**src/shared/nbd_defines.svh**
```systemverilog
// opcodes, timing figures and derived cycle counts for the flash host
`ifndef NBD_DEFINES_SVH
`define NBD_DEFINES_SVH

`define NBD_OPC_READ 8'h00
`define NBD_OPC_READ_GO 8'h30
`define NBD_OPC_PROG 8'h80
`define NBD_OPC_PROG_GO 8'h10
`define NBD_OPC_ERASE 8'h60
`define NBD_OPC_ERASE_GO 8'hD0
`define NBD_OPC_ERASE_QUEUE 8'hD1
`define NBD_OPC_STATUS 8'h70

`define NBD_WAIT_ERASE 8'h00
`define NBD_WAIT_PLANE 8'h01
`define NBD_WAIT_PROG 8'h02
`define NBD_WAIT_READ 8'h03

`define NBD_PARTIAL_PROGRAM_LIMIT 3'h4

`define NBD_CLK_MHZ 40
`define NBD_CLK_PERIOD_NS 25
`define NBD_T_WB_NS 100
`define NBD_T_WW_NS 100
`define NBD_T_WHR_NS 60
`define NBD_T_REA_NS 16
`define NBD_PAGE_PROGRAM_TIME_MAX_US 600
`define NBD_BLOCK_ERASE_TIME_MAX_US 3500
`define NBD_ARRAY_READ_TIME_MAX_US 70
`define NBD_PLANE_QUEUE_BUSY_TIME_MAX_US 1

`define NBD_CEIL_CYC(ns) (((ns) + `NBD_CLK_PERIOD_NS - 1) / `NBD_CLK_PERIOD_NS)
// two extra cycles cover the ready/busy and data synchronisers
`define NBD_WB_CYC (`NBD_CEIL_CYC(`NBD_T_WB_NS) + 2)
`define NBD_WW_CYC `NBD_CEIL_CYC(`NBD_T_WW_NS)
`define NBD_WHR_CYC `NBD_CEIL_CYC(`NBD_T_WHR_NS)
`define NBD_RE_LOW_CYC (`NBD_CEIL_CYC(`NBD_T_REA_NS) + 2)
`define NBD_READ_TMO_CYC (`NBD_ARRAY_READ_TIME_MAX_US * `NBD_CLK_MHZ)
`define NBD_PLANE_TMO_CYC (`NBD_PLANE_QUEUE_BUSY_TIME_MAX_US * `NBD_CLK_MHZ)

`endif

```
**src/shared/nbd_pkg.sv**
```systemverilog
// types shared by the flash host controller
package nbd_pkg;

    typedef enum logic [2:0] {
        NBD_OP_STATUS,
        NBD_OP_ERASE1,
        NBD_OP_ERASE2,
        NBD_OP_PROG,
        NBD_OP_READ
    } nbd_op_t;

    typedef enum logic [2:0] {
        NBD_K_CMD,
        NBD_K_ADDR,
        NBD_K_DIN,
        NBD_K_WAIT,
        NBD_K_DOUT,
        NBD_K_END
    } nbd_kind_t;

    typedef struct packed {
        nbd_kind_t kind;
        logic [7:0] val;
    } nbd_item_t;

    typedef struct packed {
        nbd_op_t op;
        logic [15:0] col;
        logic [23:0] row;
        logic [23:0] row2;
        logic [15:0] len;
    } nbd_cmd_t;

    typedef struct packed {
        logic timeout;
        logic refused;
        logic [7:0] status;
    } nbd_rsp_t;

endpackage : nbd_pkg

```
**src/rtl/nbd_fifo.sv**
```systemverilog
// synchronous valid/ready fifo for program data
module nbd_fifo #(
    parameter int W = 8,
    parameter int DEPTH = 8
) (
    // clock and reset
    input wire logic core_clk,
    input wire logic reset_n,
    // fill side
    input wire logic in_valid,
    output logic in_ready,
    input wire logic [W-1:0] in_data,
    // drain side
    output logic out_valid,
    input wire logic out_ready,
    output logic [W-1:0] out_data
);
    localparam int AW = $clog2(DEPTH);

    logic [W-1:0] mem [DEPTH];
    logic [AW-1:0] wr_ptr_ff, nxt_wr_ptr;
    logic [AW-1:0] rd_ptr_ff, nxt_rd_ptr;
    logic [AW:0] cnt_ff, nxt_cnt;
    logic push;
    logic pop;

    assign in_ready = (cnt_ff != (AW + 1)'(DEPTH));
    assign out_valid = (cnt_ff != '0);
    assign out_data = mem[rd_ptr_ff];
    assign push = in_valid && in_ready;
    assign pop = out_valid && out_ready;

    always_comb begin
        nxt_wr_ptr = push ? wr_ptr_ff + 1'b1 : wr_ptr_ff;
        nxt_rd_ptr = pop ? rd_ptr_ff + 1'b1 : rd_ptr_ff;
        nxt_cnt = cnt_ff + (AW + 1)'(push) - (AW + 1)'(pop);
    end

    always_ff @(posedge core_clk) begin
        if (!reset_n) begin
            wr_ptr_ff <= '0;
            rd_ptr_ff <= '0;
            cnt_ff <= '0;
        end else begin
            wr_ptr_ff <= nxt_wr_ptr;
            rd_ptr_ff <= nxt_rd_ptr;
            cnt_ff <= nxt_cnt;
        end
    end

    // storage needs no reset; occupancy guards every read
    always_ff @(posedge core_clk) begin
        if (push) begin
            mem[wr_ptr_ff] <= in_data;
        end
    end

endmodule : nbd_fifo

```
**src/rtl/nbd_host.sv**
```systemverilog
// host controller driving the flash pin interface
//
// Overview of operation
// - two-plane erase: 60,addr,D1 then 60,addr,D0
// - command cycle: CE low, CLE high, WE latches
// - address cycle: CE low, ALE high, WE latches
// - data in via WE, out via read strobe
// - at most four partial programs to the last programmed page; an erase or a program to another page restarts the count
`include "nbd_defines.svh"

module nbd_host
    import nbd_pkg::*;
#(
    parameter int PROG_TMO_CYC =
        `NBD_PAGE_PROGRAM_TIME_MAX_US * `NBD_CLK_MHZ,
    parameter int ERASE_TMO_CYC =
        `NBD_BLOCK_ERASE_TIME_MAX_US * `NBD_CLK_MHZ
) (
    // clock and reset
    input wire logic core_clk,
    input wire logic reset_n,
    // operation request and result
    input wire logic cmd_valid,
    output logic cmd_ready,
    input wire nbd_cmd_t cmd,
    output logic rsp_valid,
    output nbd_rsp_t rsp,
    // program data stream
    input wire logic wr_valid,
    output logic wr_ready,
    input wire logic [7:0] wr_data,
    // read data stream
    output logic rd_valid,
    output logic [7:0] rd_data,
    // flash pins
    output logic ce_n,
    output logic cle,
    output logic ale,
    output logic we_n,
    output logic read_strobe_n,
    output logic wp_n,
    output logic [7:0] dq_o,
    output logic dq_oe,
    input wire logic [7:0] dq_i,
    input wire logic rb_n
);
    typedef enum logic [3:0] {
        S_IDLE, S_SETUP, S_ITEM, S_WE_LOW, S_WE_HIGH,
        S_WB, S_WAIT_RB, S_GAP, S_RE_LOW, S_END
    } nbd_state_t;

    function automatic nbd_item_t seq_item(nbd_op_t op, logic [3:0] ph,
                                           logic [15:0] col,
                                           logic [23:0] row,
                                           logic [23:0] row2);
        nbd_item_t it;
        it = '{NBD_K_END, 8'h00};
        unique case (op)
            NBD_OP_STATUS: begin
                if (ph == 4'h0) it = '{NBD_K_CMD, `NBD_OPC_STATUS};
                if (ph == 4'h1) it = '{NBD_K_DOUT, 8'h00};
            end
            NBD_OP_ERASE1, NBD_OP_ERASE2: begin
                unique case (ph)
                    4'h0, 4'h6: it = '{NBD_K_CMD, `NBD_OPC_ERASE};
                    4'h1: it = '{NBD_K_ADDR, row[7:0]};
                    4'h2: it = '{NBD_K_ADDR, row[15:8]};
                    4'h3: it = '{NBD_K_ADDR, row[23:16]};
                    4'h4: it = (op == NBD_OP_ERASE2) ?
                        '{NBD_K_CMD, `NBD_OPC_ERASE_QUEUE} :
                        '{NBD_K_CMD, `NBD_OPC_ERASE_GO};
                    4'h5: it = (op == NBD_OP_ERASE2) ?
                        '{NBD_K_WAIT, `NBD_WAIT_PLANE} :
                        '{NBD_K_WAIT, `NBD_WAIT_ERASE};
                    4'h7: it = '{NBD_K_ADDR, row2[7:0]};
                    4'h8: it = '{NBD_K_ADDR, row2[15:8]};
                    4'h9: it = '{NBD_K_ADDR, row2[23:16]};
                    4'hA: it = '{NBD_K_CMD, `NBD_OPC_ERASE_GO};
                    4'hB: it = '{NBD_K_WAIT, `NBD_WAIT_ERASE};
                    4'hC: it = '{NBD_K_CMD, `NBD_OPC_STATUS};
                    4'hD: it = '{NBD_K_DOUT, 8'h00};
                    default: it = '{NBD_K_END, 8'h00};
                endcase
                // a single-plane erase skips the second plane's phases
                if (op == NBD_OP_ERASE1 && ph == 4'h6)
                    it = '{NBD_K_CMD, `NBD_OPC_STATUS};
                if (op == NBD_OP_ERASE1 && ph == 4'h7)
                    it = '{NBD_K_DOUT, 8'h00};
                if (op == NBD_OP_ERASE1 && ph > 4'h7)
                    it = '{NBD_K_END, 8'h00};
            end
            NBD_OP_PROG, NBD_OP_READ: begin
                unique case (ph)
                    4'h0: it = (op == NBD_OP_PROG) ?
                        '{NBD_K_CMD, `NBD_OPC_PROG} :
                        '{NBD_K_CMD, `NBD_OPC_READ};
                    4'h1: it = '{NBD_K_ADDR, col[7:0]};
                    4'h2: it = '{NBD_K_ADDR, col[15:8]};
                    4'h3: it = '{NBD_K_ADDR, row[7:0]};
                    4'h4: it = '{NBD_K_ADDR, row[15:8]};
                    4'h5: it = '{NBD_K_ADDR, row[23:16]};
                    4'h6: it = (op == NBD_OP_PROG) ?
                        '{NBD_K_DIN, 8'h00} :
                        '{NBD_K_CMD, `NBD_OPC_READ_GO};
                    4'h7: it = (op == NBD_OP_PROG) ?
                        '{NBD_K_CMD, `NBD_OPC_PROG_GO} :
                        '{NBD_K_WAIT, `NBD_WAIT_READ};
                    4'h8: it = (op == NBD_OP_PROG) ?
                        '{NBD_K_WAIT, `NBD_WAIT_PROG} :
                        '{NBD_K_DOUT, 8'h00};
                    4'h9: it = (op == NBD_OP_PROG) ?
                        '{NBD_K_CMD, `NBD_OPC_STATUS} :
                        '{NBD_K_END, 8'h00};
                    4'hA: it = (op == NBD_OP_PROG) ?
                        '{NBD_K_DOUT, 8'h00} : '{NBD_K_END, 8'h00};
                    default: it = '{NBD_K_END, 8'h00};
                endcase
            end
            default: it = '{NBD_K_END, 8'h00};
        endcase
        return it;
    endfunction : seq_item

    nbd_state_t state_ff, nxt_state;
    nbd_cmd_t req_ff, nxt_req;
    logic [3:0] ph_ff, nxt_ph;
    logic [15:0] cnt_ff, nxt_cnt;
    logic [17:0] tmr_ff, nxt_tmr;
    logic [23:0] last_row_ff, nxt_last_row;
    logic [2:0] pp_cnt_ff, nxt_pp_cnt;
    logic tmo_ff, nxt_tmo;
    logic ce_n_ff, nxt_ce_n, cle_ff, nxt_cle, ale_ff, nxt_ale;
    logic we_n_ff, nxt_we_n, re_n_ff, nxt_re_n, wp_n_ff, nxt_wp_n;
    logic [7:0] dq_o_ff, nxt_dq_o;
    logic dq_oe_ff, nxt_dq_oe;
    logic rd_valid_ff, nxt_rd_valid;
    logic [7:0] rd_data_ff, nxt_rd_data;
    logic rsp_valid_ff, nxt_rsp_valid;
    nbd_rsp_t rsp_ff, nxt_rsp;
    logic rb_meta_ff, rb_sync_ff;
    logic [7:0] dq_meta_ff, dq_sync_ff;
    logic fifo_valid, fifo_ready;
    logic [7:0] fifo_data;
    nbd_item_t it;
    logic [15:0] dout_len;
    logic is_pe;

    nbd_fifo #(.W(8), .DEPTH(8)) u_wr_fifo (
        .core_clk(core_clk),
        .reset_n(reset_n),
        .in_valid(wr_valid),
        .in_ready(wr_ready),
        .in_data(wr_data),
        .out_valid(fifo_valid),
        .out_ready(fifo_ready),
        .out_data(fifo_data)
    );

    assign cmd_ready = (state_ff == S_IDLE);
    assign it = seq_item(req_ff.op, ph_ff, req_ff.col, req_ff.row,
                         req_ff.row2);
    assign dout_len = (req_ff.op == NBD_OP_READ) ? req_ff.len : 16'h0001;
    assign is_pe = (cmd.op != NBD_OP_STATUS) && (cmd.op != NBD_OP_READ);

    always_comb begin
        nxt_state = state_ff;
        nxt_req = req_ff;
        nxt_ph = ph_ff;
        nxt_cnt = cnt_ff;
        nxt_tmr = tmr_ff;
        nxt_last_row = last_row_ff;
        nxt_pp_cnt = pp_cnt_ff;
        nxt_tmo = tmo_ff;
        nxt_ce_n = ce_n_ff;
        nxt_cle = cle_ff;
        nxt_ale = ale_ff;
        nxt_we_n = 1'b1;
        nxt_re_n = 1'b1;
        nxt_wp_n = wp_n_ff;
        nxt_dq_o = dq_o_ff;
        nxt_dq_oe = dq_oe_ff;
        nxt_rd_valid = 1'b0;
        nxt_rd_data = rd_data_ff;
        nxt_rsp_valid = 1'b0;
        nxt_rsp = rsp_ff;
        fifo_ready = 1'b0;
        unique case (state_ff)
            S_IDLE: begin
                if (cmd_valid) begin
                    if (cmd.op == NBD_OP_PROG && cmd.row == last_row_ff &&
                        pp_cnt_ff == `NBD_PARTIAL_PROGRAM_LIMIT) begin
                        nxt_rsp_valid = 1'b1;
                        nxt_rsp = '{1'b0, 1'b1, 8'h00};
                    end else begin
                        nxt_req = cmd;
                        nxt_ph = 4'h0;
                        nxt_cnt = 16'h0000;
                        nxt_tmo = 1'b0;
                        nxt_ce_n = 1'b0;
                        // write protect lifted only for program and erase
                        nxt_wp_n = is_pe;
                        nxt_tmr = 18'(`NBD_WW_CYC);
                        nxt_state = S_SETUP;
                        if (cmd.op == NBD_OP_PROG) begin
                            nxt_last_row = cmd.row;
                            nxt_pp_cnt = (cmd.row == last_row_ff) ?
                                pp_cnt_ff + 3'h1 : 3'h1;
                        end else if (is_pe) begin
                            nxt_pp_cnt = 3'h0;
                        end
                    end
                end
            end
            S_SETUP, S_GAP: begin
                if (tmr_ff != '0) begin
                    nxt_tmr = tmr_ff - 18'h00001;
                end else if (state_ff == S_SETUP) begin
                    nxt_state = S_ITEM;
                end else begin
                    nxt_re_n = 1'b0;
                    nxt_tmr = 18'(`NBD_RE_LOW_CYC);
                    nxt_state = S_RE_LOW;
                end
            end
            S_ITEM: begin
                nxt_cle = (it.kind == NBD_K_CMD);
                nxt_ale = (it.kind == NBD_K_ADDR);
                nxt_dq_oe = (it.kind == NBD_K_CMD) ||
                    (it.kind == NBD_K_ADDR) || (it.kind == NBD_K_DIN);
                unique case (it.kind)
                    NBD_K_CMD, NBD_K_ADDR: begin
                        nxt_dq_o = it.val;
                        nxt_state = S_WE_LOW;
                    end
                    NBD_K_DIN: begin
                        if (cnt_ff == req_ff.len) begin
                            nxt_ph = ph_ff + 4'h1;
                            nxt_cnt = 16'h0000;
                        end else if (fifo_valid) begin
                            // an empty fifo stalls the page load here
                            fifo_ready = 1'b1;
                            nxt_dq_o = fifo_data;
                            nxt_cnt = cnt_ff + 16'h0001;
                            nxt_state = S_WE_LOW;
                        end
                    end
                    NBD_K_WAIT: begin
                        nxt_tmr = 18'(`NBD_WB_CYC);
                        nxt_state = S_WB;
                    end
                    NBD_K_DOUT: begin
                        if (cnt_ff == dout_len) begin
                            nxt_ph = ph_ff + 4'h1;
                            nxt_cnt = 16'h0000;
                        end else if (cnt_ff == 16'h0000) begin
                            nxt_tmr = 18'(`NBD_WHR_CYC);
                            nxt_state = S_GAP;
                        end else begin
                            nxt_re_n = 1'b0;
                            nxt_tmr = 18'(`NBD_RE_LOW_CYC);
                            nxt_state = S_RE_LOW;
                        end
                    end
                    NBD_K_END: nxt_state = S_END;
                endcase
            end
            S_WE_LOW: begin
                nxt_we_n = 1'b0;
                nxt_state = S_WE_HIGH;
            end
            S_WE_HIGH: begin
                if (it.kind != NBD_K_DIN) nxt_ph = ph_ff + 4'h1;
                nxt_state = S_ITEM;
            end
            S_WB: begin
                if (tmr_ff != '0) begin
                    nxt_tmr = tmr_ff - 18'h00001;
                end else begin
                    unique case (it.val)
                        `NBD_WAIT_PLANE: nxt_tmr = 18'(`NBD_PLANE_TMO_CYC);
                        `NBD_WAIT_PROG: nxt_tmr = 18'(PROG_TMO_CYC);
                        `NBD_WAIT_READ: nxt_tmr = 18'(`NBD_READ_TMO_CYC);
                        default: nxt_tmr = 18'(ERASE_TMO_CYC);
                    endcase
                    nxt_state = S_WAIT_RB;
                end
            end
            S_WAIT_RB: begin
                // nothing else is issued until ready returns or the wait timer runs out
                if (rb_sync_ff) begin
                    nxt_ph = ph_ff + 4'h1;
                    nxt_state = S_ITEM;
                end else if (tmr_ff == '0) begin
                    nxt_tmo = 1'b1;
                    nxt_state = S_END;
                end else begin
                    nxt_tmr = tmr_ff - 18'h00001;
                end
            end
            S_RE_LOW: begin
                if (tmr_ff != '0) begin
                    nxt_re_n = 1'b0;
                    nxt_tmr = tmr_ff - 18'h00001;
                end else begin
                    nxt_rd_valid = 1'b1;
                    nxt_rd_data = dq_sync_ff;
                    nxt_rsp.status = dq_sync_ff;
                    nxt_cnt = cnt_ff + 16'h0001;
                    nxt_state = S_ITEM;
                end
            end
            S_END: begin
                nxt_ce_n = 1'b1;
                nxt_wp_n = 1'b0;
                nxt_cle = 1'b0;
                nxt_ale = 1'b0;
                nxt_dq_oe = 1'b0;
                nxt_rsp_valid = 1'b1;
                nxt_rsp.timeout = tmo_ff;
                nxt_rsp.refused = 1'b0;
                nxt_state = S_IDLE;
            end
        endcase
    end

    always_ff @(posedge core_clk) begin
        if (!reset_n) begin
            state_ff <= S_IDLE;
            req_ff <= '0;
            ph_ff <= 4'h0;
            cnt_ff <= 16'h0000;
            tmr_ff <= '0;
            last_row_ff <= 24'h000000;
            pp_cnt_ff <= 3'h0;
            tmo_ff <= 1'b0;
            ce_n_ff <= 1'b1;
            cle_ff <= 1'b0;
            ale_ff <= 1'b0;
            we_n_ff <= 1'b1;
            re_n_ff <= 1'b1;
            wp_n_ff <= 1'b0;
            dq_o_ff <= 8'h00;
            dq_oe_ff <= 1'b0;
            rd_valid_ff <= 1'b0;
            rd_data_ff <= 8'h00;
            rsp_valid_ff <= 1'b0;
            rsp_ff <= '0;
        end else begin
            state_ff <= nxt_state;
            req_ff <= nxt_req;
            ph_ff <= nxt_ph;
            cnt_ff <= nxt_cnt;
            tmr_ff <= nxt_tmr;
            last_row_ff <= nxt_last_row;
            pp_cnt_ff <= nxt_pp_cnt;
            tmo_ff <= nxt_tmo;
            ce_n_ff <= nxt_ce_n;
            cle_ff <= nxt_cle;
            ale_ff <= nxt_ale;
            we_n_ff <= nxt_we_n;
            re_n_ff <= nxt_re_n;
            wp_n_ff <= nxt_wp_n;
            dq_o_ff <= nxt_dq_o;
            dq_oe_ff <= nxt_dq_oe;
            rd_valid_ff <= nxt_rd_valid;
            rd_data_ff <= nxt_rd_data;
            rsp_valid_ff <= nxt_rsp_valid;
            rsp_ff <= nxt_rsp;
        end
    end

    // pin synchronisers; the first stage feeds only the second
    always_ff @(posedge core_clk) begin
        if (!reset_n) begin
            rb_meta_ff <= 1'b0;
            rb_sync_ff <= 1'b0;
            dq_meta_ff <= 8'h00;
            dq_sync_ff <= 8'h00;
        end else begin
            rb_meta_ff <= rb_n;
            rb_sync_ff <= rb_meta_ff;
            dq_meta_ff <= dq_i;
            dq_sync_ff <= dq_meta_ff;
        end
    end

    assign ce_n = ce_n_ff;
    assign cle = cle_ff;
    assign ale = ale_ff;
    assign we_n = we_n_ff;
    assign read_strobe_n = re_n_ff;
    assign wp_n = wp_n_ff;
    assign dq_o = dq_o_ff;
    assign dq_oe = dq_oe_ff;
    assign rd_valid = rd_valid_ff;
    assign rd_data = rd_data_ff;
    assign rsp_valid = rsp_valid_ff;
    assign rsp = rsp_ff;

endmodule : nbd_host

```
**config.mk**
```make
export PLATFORM = sky130hd
export DESIGN_NAME = nbd_host
export DESIGN_NICKNAME = d
export VERILOG_FILES = /design/src/shared/nbd_pkg.sv /design/src/rtl/nbd_fifo.sv /design/src/rtl/nbd_host.sv
export VERILOG_INCLUDE_DIRS = /design/src /design/src/shared
export SDC_FILE = /design/constraint.sdc
export NUM_CORES = 1
export LEC_CHECK = 0
export BUFFER_PORTS_ARGS = -buffer_cell sky130_fd_sc_hd__buf_2
export CORE_UTILIZATION = 50
export DETAILED_ROUTE_END_ITERATION = 12
export PLACE_DENSITY = 0.69
export SYNTH_ARGS = -nofsm -noshare
export SYNTH_HDL_FRONTEND = slang
export SYNTH_SLANG_ARGS = --single-unit
```
**constraint.sdc**
```tcl
create_clock -name core_clk -period 5 [get_ports core_clk]
set_input_delay 1 -clock core_clk [delete_from_list [all_inputs] [get_ports core_clk]]
set_output_delay 1 -clock core_clk [all_outputs]
set_load 0.01 [all_outputs]
```
==> metrics <==
status finished, final reports clean; Pint 5.18 mW; Max Cap Viol 0; Post-synth top flop dfxtp_1; Final nets 1,730; asr flop ratio synth 0%; P_leak 5.88 nW; worst hold margin 0.433 ns; post_cts resized 0; io pins 141; Netlist cell types 104; Hold Path Class reg2reg; Synth Warn # 0; Clock Latency Late Sink 0.58 ns; CTS max path bufs 3; vias post-DR 11.7k; most numerous cell in the Yosys netlist nand2_1; Pwr Density 536 mW/mm²; share of layout cells above drive strength 1 16.9%; initial antenna violation count 1; worst clock skew 0.0283 ns; Worst setup SP type register; Initial Util 51.1%; FP Rows 60; Clk network pwr share 28.1%; Reg-to-Reg Start ph_ff[1]$_SDFFE_PN0P_; wire length per cell 18.7 µm; number of hold violations in the final report 0; Worst-Margin Slew 1.07 ns; TritonCTS Buffers 30; DRT met1 WL 16,600 µm; DP Wirelength 26,400 µm; Root Buffer clkbuf_16; depth of the worst hold-timing path 1; VDD IR max 297 µV; Fmax 0.237 GHz; Yosys top cell area share 31.8%; combinational share of power 37.6%; top cells by area, synth dfxtp_1 (32%), edfxtp_1 (14%), nand2_1 (7.0%), a21oi_1 (5.6%), nor2_1 (3.0%); DR DRC count 0; RePlAce Congestion 0.931; Met3 Wirelength 2500 µm; Final Cycle Share 84.5%; DR pass1 iterations 6; final wirelength 36,900 µm; cts hold-fix bufs 0; die height 168 µm; syn_area_per_cell 9.13 µm²; Final min period 4.22 ns; final setup vio count 0; grt total ovfl 0; number of global-route vias before repair 10.9k; cells after synthesis 1,509; Psw 3.25 mW; first-pass GRT wire length 58,500 µm; Hold EP dq_sync_ff[1]$_SDFF_PN0_; Post-synth top cells nand2_1 (256), dfxtp_1 (219), a21oi_1 (153), nor2_1 (110), edfxtp_1 (64); clock slew at reported path FFs 0.06 ns; Reg2Reg Setup Slack 0.78 ns; Post-synth EDFFs 64; largest area contributor in the netlist dfxtp_1; top layer in use met4; crit path DAT 4.65 ns; All-Layer GR Usage 25.9%; synthesized flop and latch total 283; Reg2Reg Capture Point u_wr_fifo.cnt_ff[2]$_SDFF_PN0_; Worst EP required 5.42 ns; Met2 Routed Length 16,900 µm; post-route antenna net violation count 0; Setup CP Type reg2reg; area delta synth->final 14.2%; Post-Synthesis Cell Area 0.0138 mm²; crit path max fanout 25; worst reg-to-reg path cell count 15; clock sink count 283; fill count 2,390; number of port buffers 140; H-tree depth 1; Final Max Slew Viols 0; die area 0.0282 mm²; Die W 168 µm; Synth Net Count 1,632; CTS tree built; sw frac 38.6%; setup repair bufs after CTS 0; Worst Min Path Start dq_meta_ff[1]$_SDFF_PN0_; register area share after synthesis 45.8%; Vias/cell 5.91; Setup TNS 0 ns; Detailed Route Iter0 Violations 986; worst rel slew slack 28.8%; unrepaired setup endpoints after global routing false; CP endpoint kind register; largest net degree at the start of global routing 151; Sequential Power Share 34.4%; core region area 0.0270 mm²
## layout make-up
class                   count  area (µm²)  area share (%)
repair buffers            162         878            5.58
well taps                 341         427            2.71
clock inverters            20         282            1.79
multi-input cells        1090        6890            43.8
inverters                  40         153           0.971
diodes                      1        2.50          0.0159
flip-flops and latches    283        6310            40.1
clock buffers              34         786            5.00
## kinds of logic after synthesis
| group | share of synthesized area, % |
|---|---|
| compound gates | 19.9 |
| fa+ha+maj | 1.78 |
| buf+inv | 4.37 |
| flops | 45.8 |
| xor+xnor | 2.42 |
| mux | 5.55 |
| simple gates | 20.2 |
## worst max-delay path by stage
| stage | from | end | slack [ns] | depth (start not counted) |
|---|---|---|---|---|
| 2_1_floorplan | ph_ff[0]$_SDFFE_PN0P_ | u_wr_fifo.cnt_ff[2]$_SDFF_PN0_ | 1.38 | 17 |
| 3_3_place_gp | ph_ff[0]$_SDFFE_PN0P_ | u_wr_fifo.cnt_ff[2]$_SDFF_PN0_ | 0.86 | 15 |
| 3_5_place_dp | ph_ff[1]$_SDFFE_PN0P_ | tmr_ff[11]$_SDFFE_PN0P_ | 0.83 | 12 |
| 4_1_cts | ph_ff[1]$_SDFFE_PN0P_ | tmr_ff[11]$_SDFFE_PN0P_ | 0.80 | 12 |
| 5_1_grt | ph_ff[0]$_SDFFE_PN0P_ | u_wr_fifo.cnt_ff[2]$_SDFF_PN0_ | 0.44 | 15 |
| 6_report | ph_ff[1]$_SDFFE_PN0P_ | u_wr_fifo.cnt_ff[2]$_SDFF_PN0_ | 0.78 | 15 |
## sequential cells by signal, summed over array words and instances (netlist names), 3 cells and up, named ones only
name and count:
rsp 10, req_ff 83, cnt_ff 16, last_row_ff 24
tmr_ff 18, ph_ff 4, state_ff 4, u_wr_fifo.wr_ptr_ff 3
rd_data 8, dq_o 8, dq_meta_ff 8, dq_sync_ff 8
u_wr_fifo.mem 64, u_wr_fifo.cnt_ff 4, pp_cnt_ff 3, u_wr_fifo.rd_ptr_ff 3
## power groups by stage
stage / sequential [mW] / combinational [mW] / clock [mW]
after CTS: 2.89 / 3.14 / 2.40
after floorplan: 2.83 / 2.35 / 0
after detailed placement: 2.94 / 3.12 / 0
after global placement: 2.93 / 3.10 / 0
final: 2.90 / 3.17 / 2.37
after global routing: 2.93 / 3.48 / 2.49
## layout by cell type (no fill, tap or decap), types with 12 or more instances in the layout
cell / count
nand2_1: 256
dfxtp_1: 219
a21oi_1: 153
buf_2: 140
nor2_1: 109
edfxtp_1: 64
inv_1: 37
mux2i_1: 37
o21ai_0: 32
xor2_1: 30
clkbuf_16: 30
nor3_1: 29
nand2b_1: 27
and2_1: 25
nand3_1: 21
buf_4: 21
a22oi_1: 20
ha_1: 18
o211ai_1: 17
nor2b_1: 17
mux4_2: 16
nor4_1: 15
nand4_1: 15
a22o_1: 14
a21o_1: 12
## stage by stage
stage	cells	instance area [µm²]	worst slack, ns	utilization (%)	total power, mW
2_1_floorplan	1509	13800	1.38	-	5.18
3_3_place_gp	1916	14700	0.863	54.4	6.03
3_5_place_dp	1916	14700	0.832	54.4	6.05
4_1_cts	1970	15700	0.799	58.3	8.42
5_1_grt	1971	15700	0.438	58.4	8.90
6_report	1971	15700	0.776	58.4	8.43
## worst max-delay path, cell delays in order, from the launching register on
cell and delay, ns:
dfxtp_1 0.36, inv_1 0.10, ha_1 0.75, nor2_1 0.23
a221oi_1 0.39, a221oi_2 0.17, a211oi_4 0.40, nand3_2 0.14
nor3b_2 0.37, ha_1 0.29, inv_1 0.06, ha_1 0.16
inv_1 0.06, fa_1 0.40, xor2_1 0.15, nor2_1 0.06
## routing by layer
layer	vias to the layer above	GRT usage, %
li1	5654	-
met1	5598	35.6
met5	-	0
met2	336	41.8
met3	68	4.77
met4	0	6.94
Note: power is estimated with default switching activity, not from simulation.
